==> src/sfsar_cfg.svh <==
// register offsets, field positions and reset values of the status bank
`ifndef SFSAR_CFG_SVH
`define SFSAR_CFG_SVH

`define SFSAR_OFS_OTSD 5'h07
`define SFSAR_OFS_WARN 5'h08
`define SFSAR_OFS_REV 5'h09
`define SFSAR_OFS_I1_HI 5'h0b
`define SFSAR_OFS_I1_LO 5'h0c
`define SFSAR_OFS_I2_HI 5'h0d
`define SFSAR_OFS_I2_LO 5'h0e
`define SFSAR_RST_VAL 8'h00
`define SFSAR_CH_LSB 0
`define SFSAR_CH_MSB 3
`define SFSAR_LO_MSB 1

`endif

==> src/sfsar_pkg.sv <==
// types shared by the status bank
package sfsar_pkg;
    typedef logic [7:0] sfsar_byte_t;
    typedef logic [3:0] sfsar_chan_t;
    typedef logic [9:0] sfsar_result_t;
endpackage

==> src/sfsar_flag.sv <==
// one bank of per-channel latched fault flags, cleared by a register read
`timescale 1ns/10ps
`include "sfsar_cfg.svh"
module sfsar_flag #(
    parameter int NCH = 4
) (
    input wire logic i_sys_clk,
    input wire logic i_rstn,
    input wire logic [NCH-1:0] i_event,
    input wire logic [NCH-1:0] i_clear_ok,
    input wire logic i_read,
    output logic [NCH-1:0] o_flags
);
    typedef struct packed {
        logic [NCH-1:0] flags;
    } sfsar_flag_st_t;

    sfsar_flag_st_t st_q;
    sfsar_flag_st_t st_d;

    // one register byte carries the whole bank, so more than 8 cannot fit
    if (NCH < 1 || NCH > 8)
    begin : g_bad_nch
        $error("flag count out of range");
    end

    // set wins over a clearing read in the same cycle
    always_comb
    begin
        st_d = st_q;
        if (i_read)
        begin
            st_d.flags = st_q.flags & ~i_clear_ok;
        end
        st_d.flags = st_d.flags | i_event;
    end

    always_ff @(posedge i_sys_clk or negedge i_rstn)
    begin
        if (!i_rstn)
        begin
            st_q <= '0;
        end
        else
        begin
            st_q <= st_d;
        end
    end

    assign o_flags = st_q.flags;
endmodule

==> src/sfsar_regs.sv <==
// fault-status and current-result register bank of a quad switch
`timescale 1ns/10ps
`include "sfsar_cfg.svh"
// What this block does
// - ch1 shutdown flag latches; read clears when cool
// - warning bits follow live temperature, no latching
// - warning bits 3..0 are ch4..ch1, upper zero
// - warning register at 8h, resets to 00h
// - reverse flag latches; a read of 9h clears it
// - reverse bits 3..0 are ch4..ch1, upper zero
// - reverse register at 9h, resets to 00h
// - ch1 current upper byte at Bh
// - ch1 current low two bits at Ch
// - ch2 current upper byte at Dh
// - shutdown register at 7h, ch4..ch1 in 3..0
// - ch2 current low two bits at Eh
module sfsar_regs
    import sfsar_pkg::*;
(
    input wire logic i_sys_clk,
    input wire logic i_rstn,
    input wire logic [4:0] i_rd_addr,
    input wire logic i_rd_en,
    output sfsar_pkg::sfsar_byte_t o_rd_data,
    input wire sfsar_pkg::sfsar_chan_t i_shutdown_event,
    input wire sfsar_pkg::sfsar_chan_t i_below_release,
    input wire sfsar_pkg::sfsar_chan_t i_warn_level,
    input wire sfsar_pkg::sfsar_chan_t i_reverse_event,
    input wire logic i_ch1_conv_done,
    input wire sfsar_pkg::sfsar_result_t i_ch1_conv_result,
    input wire logic i_ch2_conv_done,
    input wire sfsar_pkg::sfsar_result_t i_ch2_conv_result
);
    import sfsar_pkg::*;

    // ========================================
    // state
    typedef struct packed {
        sfsar_result_t ch1;
        sfsar_result_t ch2;
        sfsar_byte_t rd;
    } sfsar_st_t;

    sfsar_st_t st_q;
    sfsar_st_t st_d;
    sfsar_chan_t otsd_flags;
    sfsar_chan_t rev_flags;
    logic rd_otsd;
    logic rd_rev;

    function automatic sfsar_byte_t pad4(input sfsar_chan_t v);
        pad4 = {4'h0, v};
    endfunction

    assign rd_otsd = i_rd_en && (i_rd_addr == `SFSAR_OFS_OTSD);
    assign rd_rev = i_rd_en && (i_rd_addr == `SFSAR_OFS_REV);

    // ========================================
    // latched fault flags
    sfsar_flag #(
        .NCH(4)
    ) u_otsd (
        .i_sys_clk(i_sys_clk),
        .i_rstn(i_rstn),
        .i_event(i_shutdown_event),
        .i_clear_ok(i_below_release),
        .i_read(rd_otsd),
        .o_flags(otsd_flags)
    );

    sfsar_flag #(
        .NCH(4)
    ) u_rev (
        .i_sys_clk(i_sys_clk),
        .i_rstn(i_rstn),
        .i_event(i_reverse_event),
        .i_clear_ok(4'hf),
        .i_read(rd_rev),
        .o_flags(rev_flags)
    );

    // ========================================
    // results and read mux
    always_comb
    begin
        st_d = st_q;
        // whole 10-bit word captured at once so halves never tear
        if (i_ch1_conv_done)
        begin
            st_d.ch1 = i_ch1_conv_result;
        end
        if (i_ch2_conv_done)
        begin
            st_d.ch2 = i_ch2_conv_result;
        end
        st_d.rd = `SFSAR_RST_VAL;
        if (i_rd_en)
        begin
            unique case (i_rd_addr)
                `SFSAR_OFS_OTSD: st_d.rd = pad4(otsd_flags);
                `SFSAR_OFS_WARN: st_d.rd = pad4(i_warn_level);
                `SFSAR_OFS_REV: st_d.rd = pad4(rev_flags);
                `SFSAR_OFS_I1_HI: st_d.rd = st_q.ch1[9:2];
                `SFSAR_OFS_I1_LO: st_d.rd = {6'h00, st_q.ch1[1:0]};
                `SFSAR_OFS_I2_HI: st_d.rd = st_q.ch2[9:2];
                `SFSAR_OFS_I2_LO: st_d.rd = {6'h00, st_q.ch2[1:0]};
                default: st_d.rd = `SFSAR_RST_VAL;
            endcase
        end
        else
        begin
            st_d.rd = st_q.rd;
        end
    end

    always_ff @(posedge i_sys_clk or negedge i_rstn)
    begin
        if (!i_rstn)
        begin
            st_q <= '0;
        end
        else
        begin
            st_q <= st_d;
        end
    end

    assign o_rd_data = st_q.rd;

    // ========================================
    // checks
    // flags are watched one edge after the read that clears them
    rev_set_wins_a:
        assert property (@(posedge i_sys_clk) disable iff (!i_rstn)
        rd_rev && i_reverse_event[0] |=> rev_flags[0])
        else $error("reverse event lost on clearing read");
    otsd_set_wins_a:
        assert property (@(posedge i_sys_clk) disable iff (!i_rstn)
        rd_otsd && i_shutdown_event[0] |=> otsd_flags[0])
        else $error("shutdown event lost on clearing read");
    rev_clear_a:
        assert property (@(posedge i_sys_clk) disable iff (!i_rstn)
        rd_rev && !i_reverse_event[0] |=> !rev_flags[0])
        else $error("reverse flag not cleared by read");
    rev_all_clear_a:
        assert property (@(posedge i_sys_clk) disable iff (!i_rstn)
        rd_rev && i_reverse_event == 4'h0 |=> rev_flags == 4'h0)
        else $error("reverse flags not all cleared");
    rev_latch_a:
        assert property (@(posedge i_sys_clk) disable iff (!i_rstn)
        i_reverse_event[3] |=> rev_flags[3])
        else $error("reverse event not latched");
    rev_keep_a:
        assert property (@(posedge i_sys_clk) disable iff (!i_rstn)
        !rd_rev |=> (rev_flags & $past(rev_flags)) == $past(rev_flags))
        else $error("reverse flag lost without read");
    otsd_hold_hot_a:
        assert property (@(posedge i_sys_clk) disable iff (!i_rstn)
        otsd_flags[0] && !i_below_release[0] |=> otsd_flags[0])
        else $error("shutdown flag cleared while hot");
    otsd_clear_a:
        assert property (@(posedge i_sys_clk) disable iff (!i_rstn)
        rd_otsd && i_below_release[0] && !i_shutdown_event[0]
        |=> !otsd_flags[0])
        else $error("shutdown flag not cleared");
    otsd_latch_a:
        assert property (@(posedge i_sys_clk) disable iff (!i_rstn)
        i_shutdown_event[0] |=> otsd_flags[0])
        else $error("shutdown event not latched");
    otsd_keep_a:
        assert property (@(posedge i_sys_clk) disable iff (!i_rstn)
        !rd_otsd |=> (otsd_flags & $past(otsd_flags)) == $past(otsd_flags))
        else $error("shutdown flag lost without read");
    otsd_read_a:
        assert property (@(posedge i_sys_clk) disable iff (!i_rstn)
        rd_otsd |=> o_rd_data == {4'h0, $past(otsd_flags)})
        else $error("shutdown read mismatch");
    warn_read_a:
        assert property (@(posedge i_sys_clk) disable iff (!i_rstn)
        i_rd_en && i_rd_addr == `SFSAR_OFS_WARN
        |=> o_rd_data == {4'h0, $past(i_warn_level)})
        else $error("warning read mismatch");
    warn_upper_a:
        assert property (@(posedge i_sys_clk) disable iff (!i_rstn)
        i_rd_en && i_rd_addr == `SFSAR_OFS_WARN
        |=> o_rd_data[7:4] == 4'h0)
        else $error("warning reserved bits set");
    warn_ch4_a:
        assert property (@(posedge i_sys_clk) disable iff (!i_rstn)
        i_rd_en && i_rd_addr == `SFSAR_OFS_WARN
        |=> o_rd_data[3] == $past(i_warn_level[3]))
        else $error("warning ch4 bit misplaced");
    rev_read_a:
        assert property (@(posedge i_sys_clk) disable iff (!i_rstn)
        rd_rev |=> o_rd_data[7:4] == 4'h0)
        else $error("reverse reserved bits set");
    rev_data_a:
        assert property (@(posedge i_sys_clk) disable iff (!i_rstn)
        rd_rev |=> o_rd_data == {4'h0, $past(rev_flags)})
        else $error("reverse read mismatch");
    rd_hold_a:
        assert property (@(posedge i_sys_clk) disable iff (!i_rstn)
        !i_rd_en |=> $stable(o_rd_data))
        else $error("read data moved without read");
    i1_high_a:
        assert property (@(posedge i_sys_clk) disable iff (!i_rstn)
        i_ch1_conv_done ##1 (i_rd_en && i_rd_addr == `SFSAR_OFS_I1_HI
        && !i_ch1_conv_done)
        |=> o_rd_data == $past(i_ch1_conv_result[9:2], 2))
        else $error("ch1 upper byte mismatch");
    i1_low_a:
        assert property (@(posedge i_sys_clk) disable iff (!i_rstn)
        i_ch1_conv_done ##1 (i_rd_en && i_rd_addr == `SFSAR_OFS_I1_LO
        && !i_ch1_conv_done)
        |=> o_rd_data == {6'h00, $past(i_ch1_conv_result[1:0], 2)})
        else $error("ch1 low bits mismatch");
    i2_high_a:
        assert property (@(posedge i_sys_clk) disable iff (!i_rstn)
        i_ch2_conv_done ##1 (i_rd_en && i_rd_addr == `SFSAR_OFS_I2_HI
        && !i_ch2_conv_done)
        |=> o_rd_data == $past(i_ch2_conv_result[9:2], 2))
        else $error("ch2 upper byte mismatch");
    i2_low_a:
        assert property (@(posedge i_sys_clk) disable iff (!i_rstn)
        i_ch2_conv_done ##1 (i_rd_en && i_rd_addr == `SFSAR_OFS_I2_LO
        && !i_ch2_conv_done)
        |=> o_rd_data == {6'h00, $past(i_ch2_conv_result[1:0], 2)})
        else $error("ch2 low bits mismatch");
    i1_pair_a:
        assert property (@(posedge i_sys_clk) disable iff (!i_rstn)
        i_ch1_conv_done |=> st_q.ch1 == $past(i_ch1_conv_result))
        else $error("ch1 result word torn");
    i2_pair_a:
        assert property (@(posedge i_sys_clk) disable iff (!i_rstn)
        i_ch2_conv_done |=> st_q.ch2 == $past(i_ch2_conv_result))
        else $error("ch2 result word torn");
endmodule

==> config.mk <==
export PLATFORM = sky130hd
export DESIGN_NAME = sfsar_regs
export DESIGN_NICKNAME = d
export VERILOG_FILES = /design/src/sfsar_pkg.sv /design/src/sfsar_flag.sv /design/src/sfsar_regs.sv
export VERILOG_INCLUDE_DIRS = /design/src
export SDC_FILE = /design/constraint.sdc
export NUM_CORES = 1
export LEC_CHECK = 0
export ABC_AREA = 1
export BUFFER_PORTS_ARGS = -buffer_cell sky130_fd_sc_hd__buf_2
export CAP_MARGIN = 10
export CORE_MARGIN = 5
export CORE_UTILIZATION = 25
export CTS_CLUSTER_DIAMETER = 60
export DETAILED_ROUTE_END_ITERATION = 16
export SYNTH_ARGS = -nofsm -noshare
export SYNTH_HDL_FRONTEND = slang
export SYNTH_SLANG_ARGS = --single-unit
==> constraint.sdc <==
create_clock -name i_sys_clk -period 1 [get_ports i_sys_clk]
set_input_delay 0.05 -clock i_sys_clk [delete_from_list [all_inputs] [get_ports i_sys_clk]]
set_output_delay 0.05 -clock i_sys_clk [all_outputs]
set_load 0.03 [all_outputs]
Yosys cells after proc, flatten, opt, wreduce, memory -nomap -nowiden
Index checks and enable logic that the tools add are counted.
{"block": "op_classes", "reduce_logical": 2, "n_mux": 3, "n_bitwise": 4, "eq_ne": 7}
{"op": "$pmux 8 s7", "n": 1}
{"op": "$eq 5x4->1 const B", "n": 6}
{"op": "$mux 4", "n": 2}
{"op": "$or 4x4->4", "n": 2}
{"op": "$eq 5x3->1 const B", "n": 1}
{"op": "$and 4x4->4", "n": 1}
{"op": "$not 4->4", "n": 1}
{"op": "$logic_and 1x1->1", "n": 2}
{"block": "totals", "input_bits": 46, "word_cells": 21, "regBits": 36, "out_inout_bits": 8}

Depth between registers and ports, before layout
Gate-level depths: netlist (run 1).
{"block": "depth", "depth_word": 4, "depth_mapped": 9, "mapped_depth_nobuf": 9}

Modules after synthesis
Synthesis (run 1) repeated with hierarchy kept, for this count alone.
{"block": "hier_totals", "cells_unflattened": 206, "area_unflattened_um2": 1759.2}
{"mod": "sfsar_regs", "n_inst": 1, "seq_area_each_um2": 700.7, "cells_per_inst": 166, "area_each_um2": 1438.9}
{"mod": "sfsar_flag", "n_inst": 2, "seq_area_each_um2": 100.1, "cells_per_inst": 20, "area_each_um2": 160.2}

Worst setup path before layout (run 1)
OpenSTA, ideal clock, no wires.
{"block": "synth_timing", "path_type": "flip-flop to flip-flop", "from": "register u_otsd.st_q (netlist bit u_otsd.o_flags[1])", "to": "register st_q (netlist bit o_rd_data[1])", "t_arrival_ns": 0.691, "required_ns": 0.884, "n_path_buf": 0, "setup_ns": 0.116, "synth_period_minus_slack_ns": 0.807, "stages_incl_launch_ff": 7, "setup_slack_ns": 0.193, "cell_sequence": "dfrtp_1 nand3_1 nand2_1 nor2_1 nand2_1 nand2_1 nand2_1"}
{"block": "synth_via", "elab_chain_len": 1}
{"element": "from (decl)", "line_no": "sfsar_flag.sv:18", "source": "sfsar_flag_st_t st_q;"}
{"element": "from (signal assigned)", "line_no": "sfsar_flag.sv:46", "source": "st_q <= st_d;"}
{"element": "$pmux 8 s7", "line_no": "sfsar_regs.sv:99", "source": "unique case (i_rd_addr)"}
{"element": "to (signal assigned)", "line_no": "sfsar_regs.sv:124", "source": "st_q <= st_d;"}
{"element": "to (decl)", "line_no": "sfsar_regs.sv:44", "source": "sfsar_st_t st_q;"}
No other way between the ends.
A chain may end at the register's enable or synchronous reset.

Worst setup path in the final report (run 1)
{"block": "layout_timing", "from": "register st_q[18] (netlist name)", "to": "register st_q (netlist bit o_rd_data[0])"}
{"block": "layout_via", "elab_chain_len": 1}
{"element": "$pmux 8 s7", "line_no": "sfsar_regs.sv:99"}
No other way between the ends.

==> results.cfg, run 1 <==
[run_status]
status = finished clean

[synth]
synth_edf_count = 0
syn_avg_cell_area_um2 = 8.76
ys.flop_type = dfrtp_1
yosysTopAreaCell = dfrtp_1
yosysTopAreaCellShare_pct = 51.7
synth_warnings = 0
yosysMostFrequentCell = nand2_1
synth.yosys.seq_area_share_pct = 51.7
ys_top_cells_by_area = dfrtp_1 52%, nand2_1 11%, mux2_2 5.8%, inv_1 4.7%, nand3_1 4.6%
synthArstFlopShare_pct = 100
ys_ff_latch = 36
netlist_area_um2 = 1740
netlist-cell-type-count = 21
postSynthCellCount = 199
syn_nets = 245
synth_top_cells_by_count = 50 x nand2_1, 36 x dfrtp_1, 22 x inv_1

[clocking]
worstSkewPairLatency_ns = 0.28
cts_root_buf = clkbuf_8
clkTransAtPathRegs_ns = 0.07
cts.sinks = 36
cts_tree = done
htreeDepth = 2
numCtsBuffers = 5
clockBufferDepth = 2
postCtsSetupBuffers = 0

[placed_design]
hpwl_mm = 3.53
place_area_um2 = 2140
place_congestion = 0.864
io_buffer_count = 53

[power]
ir_worst_vdd_uv = 462
p_leak_nw = 1.30
powerDensity_nw_per_um2 = 1320
p_total_mw = 3.33

[drt]
detail-route-antenna-nets = 0
vias = 1554
drt_wl_total_mm = 4.35
first_pass_iters = 4
drc = 0
routedWlPerCell_um = 11.4
via_per_inst = 4.08
drt_iter0_drc = 51

[finish]
diodes = 0
drive_gt1_share_pct = 31.2
syn_to_final_growth_pct = 44.4
final_nets = 330
final_cell_area_um2 = 2520

[setup_path]
cpPeakStageDelay_ns = 0.39
crit_arrival_ns = 1.11
cp_common_cell = nand2_1
slowest_stage = dfrtp_1
worstSetupEndpointType = flop
worstSetupPathType = reg2reg
required_ns = 1.18
startpoint_type = flop
worst-path-max-fanout = 2
path_cells = nand4_1 -> nand2_1 -> nor2_2 -> nand2_1 -> nand2_1 -> nand2_1

[sta]
skew_ns = 0.00955
maxSlewViolCount = 0
hold_viol = 0
setup_violations = 0
timing.fmax_ghz = 1.09
relSlewSlack_pct = 76.6
worst_pin_slew_ns = 0.352
post-route-min-period_ns = 0.922
min_period_over_period_pct = 92.2
rsz0062_at_grt = no

[grt]
grt_max_degree = 24
grt_pass1_vias = 1588
antenna_found_initial = 0
grt_use_total_pct = 10.6
grt_pass1_wl_mm = 7.25
grt.overflow.total = 0

[die]
dieHeight_um = 93.5
dieWidth_um = 93.5
initial_core_util_pct = 25.7
coreArea_um2 = 6790
dieArea_um2 = 8740
fp-row-count = 30
pin_count = 54

[hold_path]
hold_path_class = in2reg

[job]
drv_cap = 0
-- report_power, final --
group          internal (mW)  switching [mW]
logic                  0.253           0.256
registers               1.55          0.0386
clock network          0.739           0.493
-- kinds of logic (layout without fill, tap and decap cells) --
family / Yosys count / count (layout) / synth area share (%)
AOI/OAI and AO/OA: 27 / 27 / 9.04
DFF: 36 / 36 / 51.7
and+or+nand+nor: 91 / 91 / 23.5
buffers and inverters: 36 / 122 / 9.91
muxes: 9 / 9 / 5.81
-- flip-flops by register name, indices dropped and copies added, names as in the netlist --
| register | flops |
|---|---|
| u_rev.o_flags | 4 |
| o_rd_data | 8 |
| st_q | 20 |
| u_otsd.o_flags | 4 |
-- cells in the final DEF (no fill, tap or decap), types with 4 or more instances in the layout --
| cell | instances |
|---|---|
| buf_2 | 53 |
| dfrtp_1 | 36 |
| nand2_1 | 50 |
| nand3_1 | 16 |
| nand4_1 | 5 |
| dlygate4sd3_1 | 27 |
| buf_4 | 10 |
| clkbuf_8 | 5 |
| o21ai_0 | 14 |
| mux2_2 | 9 |
| o22ai_1 | 4 |
| o21bai_1 | 4 |
| nor2_1 | 10 |
| inv_1 | 22 |
-- area by class of cell --
type                       count  area [µm²]
clock buffer                   6        72.6
multi-input combinational    127         672
fill                         720        4280
clock inverter                 2        35.0
timing repair buffer          91         631
tap                           96         120
inverter                      23        86.3
sequential                    36         901
-- worst paths after layout --
check	start	endpoint	slack (ns)	depth (start not counted)
worst max-delay path	st_q[18]$_DFFE_PN0P_	o_rd_data[0]$_DFFE_PN0P_	0.08	6
worst min-delay path	i_ch1_conv_result[8]	st_q[26]$_DFFE_PN0P_	0.01	3
worst max register to register	st_q[18]$_DFFE_PN0P_	o_rd_data[0]$_DFFE_PN0P_	0.08	6
worst min register to register	o_rd_data[6]$_DFFE_PN0P_	o_rd_data[6]$_DFFE_PN0P_	0.47	2
max in group asynchronous	i_rstn	o_rd_data[6]$_DFFE_PN0P_	0.36	3
min in group asynchronous	i_rstn	u_rev.o_flags[2]$_DFF_PN0_	0.20	2
-- critical path: cells and delay by family, from the launching register on --
kind / cells / cell delay (ns)
flip-flops: 1 / 0.39
AND/OR/NAND/NOR: 6 / 0.42
-- per-layer routing --
metal | routed length, µm | part of all wire (%) | up-vias | GRT usage, %
li1 | - | - | 803 | -
met1 | 2020 | 46 | 702 | 13.6
met2 | 2020 | 46 | 40 | 16.9
met3 | 190 | 4.4 | 9 | 2.49
met4 | 117 | 2.7 | 0 | 4.88
met5 | 0 | 0 | - | 0
-- per-stage QoR --
stage / util [%] / hold WS [ns] / instances / setup WS, ns / TNS (ns)
2_1_floorplan: - / -0.246 / 199 / 0.193 / 0
3_3_place_gp: 31.5 / -0.0215 / 346 / -0.0355 / -0.0668
3_5_place_dp: 31.5 / -0.0123 / 346 / -0.0391 / -0.0775
4_1_cts: 36.6 / 0.00148 / 378 / 0.0595 / 0
5_1_grt: 37.1 / 0.00535 / 381 / 0.00527 / 0
6_report: 37.1 / 0.0133 / 381 / 0.0784 / 0
-- timing repair --
item / in CTS / in global routing
hold endpoints to repair: 45 / 3
setup endpoints to repair: 0 / 2
resized for setup: 0 / 2
hold buffers: 24 / 3
Power figures use the tool's default switching activity.
==> run 2: changes to the inputs <==
CORE_ASPECT_RATIO = 0.7   (was unset)
==> run 2 against run 1 <==
  * Highest routed layer unchanged
  * First-iteration DRC count rose by 33%
  * Register-to-register slack barely moved
  * Via count rose by 0.97%
  * Total power fell by 5.9%
  * Count of clock-buffer cells in the layout rose by 2
  * Largest cell class unchanged
  * Wire length rose by 4.3%
  * Critical path depth fell by 5
==> results.cfg, run 2 (same netlist as run 1, synthesis figures left out) <==
[run_status]
status = finished clean

[setup_path]
r2r_setup_slack_ns = 0.09
crit_cells = 1
worstSetupPathType = reg2out
crit_arrival_ns = 0.87
required_ns = 0.95
worstSetupStartpoint = o_rd_data[1]$_DFFE_PN0P_
r2r-end = o_rd_data[0]$_DFFE_PN0P_
r2r-start = st_q[10]$_DFFE_PN0P_
r2r_cells = 6
worstSetupEndpointType = output port
crit_end = o_rd_data[1]
slowest_stage = dfrtp_1
cpPeakStageDelay_ns = 0.40
cp_top_family = flip-flops
path_cells = buf_2
startpoint_type = flop
crit_buf_inv = 1
worst-path-max-fanout = 2

[placed_design]
place_area_um2 = 2100
io_buffer_count = 53
place_congestion = 0.859
hpwl_mm = 3.56

[drt]
routedWlPerCell_um = 12.1
drt_wl_total_mm = 4.54
drt_iter0_drc = 68
vias = 1569
drc = 0
via_per_inst = 4.17
detail-route-antenna-nets = 0
first_pass_iters = 4

[finish]
syn_to_final_growth_pct = 42.1
final_nets = 327
drive_gt1_share_pct = 30.1
top_register = st_q
final_cell_mix = 53 x buf_2, 50 x nand2_1, 36 x dfrtp_1
final_util_pct = 36.7
n_fill_cell = 737
diodes = 0
final_common_cell = buf_2
largest_reg_flops = 20
final_cell_area_um2 = 2480

[die]
dieHeight_um = 79.9
fp-row-count = 25
coreArea_um2 = 6760
dieWidth_um = 110
pin_count = 54
initial_core_util_pct = 25.8
dieArea_um2 = 8770

[sta]
hold_viol = 0
worst_pin_slew_ns = 0.461
rsz0062_at_grt = no
fin_tns_setup_ns = 0
relSlewSlack_pct = 69.2
skew_ns = 0.00312
maxSlewViolCount = 0
timing.fmax_ghz = 1.09
min_period_over_period_pct = 92.1
post-route-min-period_ns = 0.921
setup_violations = 0

[clocking]
worstSkewPairLatency_ns = 0.29
cts_tree = done
numCtsBuffers = 5
cts_root_buf = clkbuf_8
htreeDepth = 2
clockBufferDepth = 2
cts.sinks = 36
clkTransAtPathRegs_ns = 0.07

[job]
drv_cap = 0

[hold_path]
hp-start = i_ch2_conv_result[1]
hold_path_class = in2reg

[grt]
antenna_found_initial = 0
grt_use_total_pct = 11.2
grt.overflow.total = 0
grt_pass1_wl_mm = 7.61
grt_pass1_vias = 1610
grt_max_degree = 23

[power]
p_leak_nw = 1.28
p_total_mw = 3.14
powerDensity_nw_per_um2 = 1270
ir_worst_vdd_uv = 456
-- run 2: worst min path at each step --
stage	to	slack, ns	cells after the start
CTS	st_q[9]$_DFFE_PN0P_	0.01	2
detailed placement	st_q[15]$_DFFE_PN0P_	-0.003	1
finish	st_q[9]$_DFFE_PN0P_	0.01	2
floorplan	o_rd_data[0]$_DFFE_PN0P_	-0.25	0
global route	st_q[9]$_DFFE_PN0P_	0.008	2
global placement	st_q[15]$_DFFE_PN0P_	-0.008	1
-- run 2: what timing repair did --
item	CTS	global route
setup buffers	0	1
hold buffers	27	0
setup endpoints to repair	0	3
endpoints found under the hold margin	40	0
resized for setup	0	3
-- run 2: metal layers --
metal,GRT usage [%],vias to the layer above,wire (µm)
met5,0,-,0
met4,3.86,0,70
met3,4.45,9,311
met2,16.3,44,1970
met1,14.9,717,2190
li1,-,799,-
-- run 2: through the flow --
step	cells	hold WS, ns	setup slack, ns
after detailed placement	340	-0.00309	-0.0857
after global placement	340	-0.00762	-0.0775
after CTS	375	0.0101	0.0648
final	376	0.0123	0.0789
after global routing	376	0.00810	0.00116
after floorplan	199	-0.246	0.193
-- run 2: cell type report --
| class | count | area [µm²] | area share (%) |
|---|---|---|---|
| Multi-Input combinational cell | 127 | 674 | 27.2 |
| Tap cell | 94 | 118 | 4.75 |
| Sequential cell | 36 | 901 | 36.4 |
| Timing Repair Buffer | 88 | 608 | 24.5 |
| Inverter | 23 | 86.3 | 3.48 |
| Clock buffer | 8 | 90.1 | 3.64 |
-- run 2: power by group --
part / internal (mW) / switching (mW) / total, mW
Clock: 0.561 / 0.480 / 1.04
Sequential: 1.55 / 0.0431 / 1.59
Combinational: 0.245 / 0.254 / 0.499
Total: 2.36 / 0.777 / 3.14
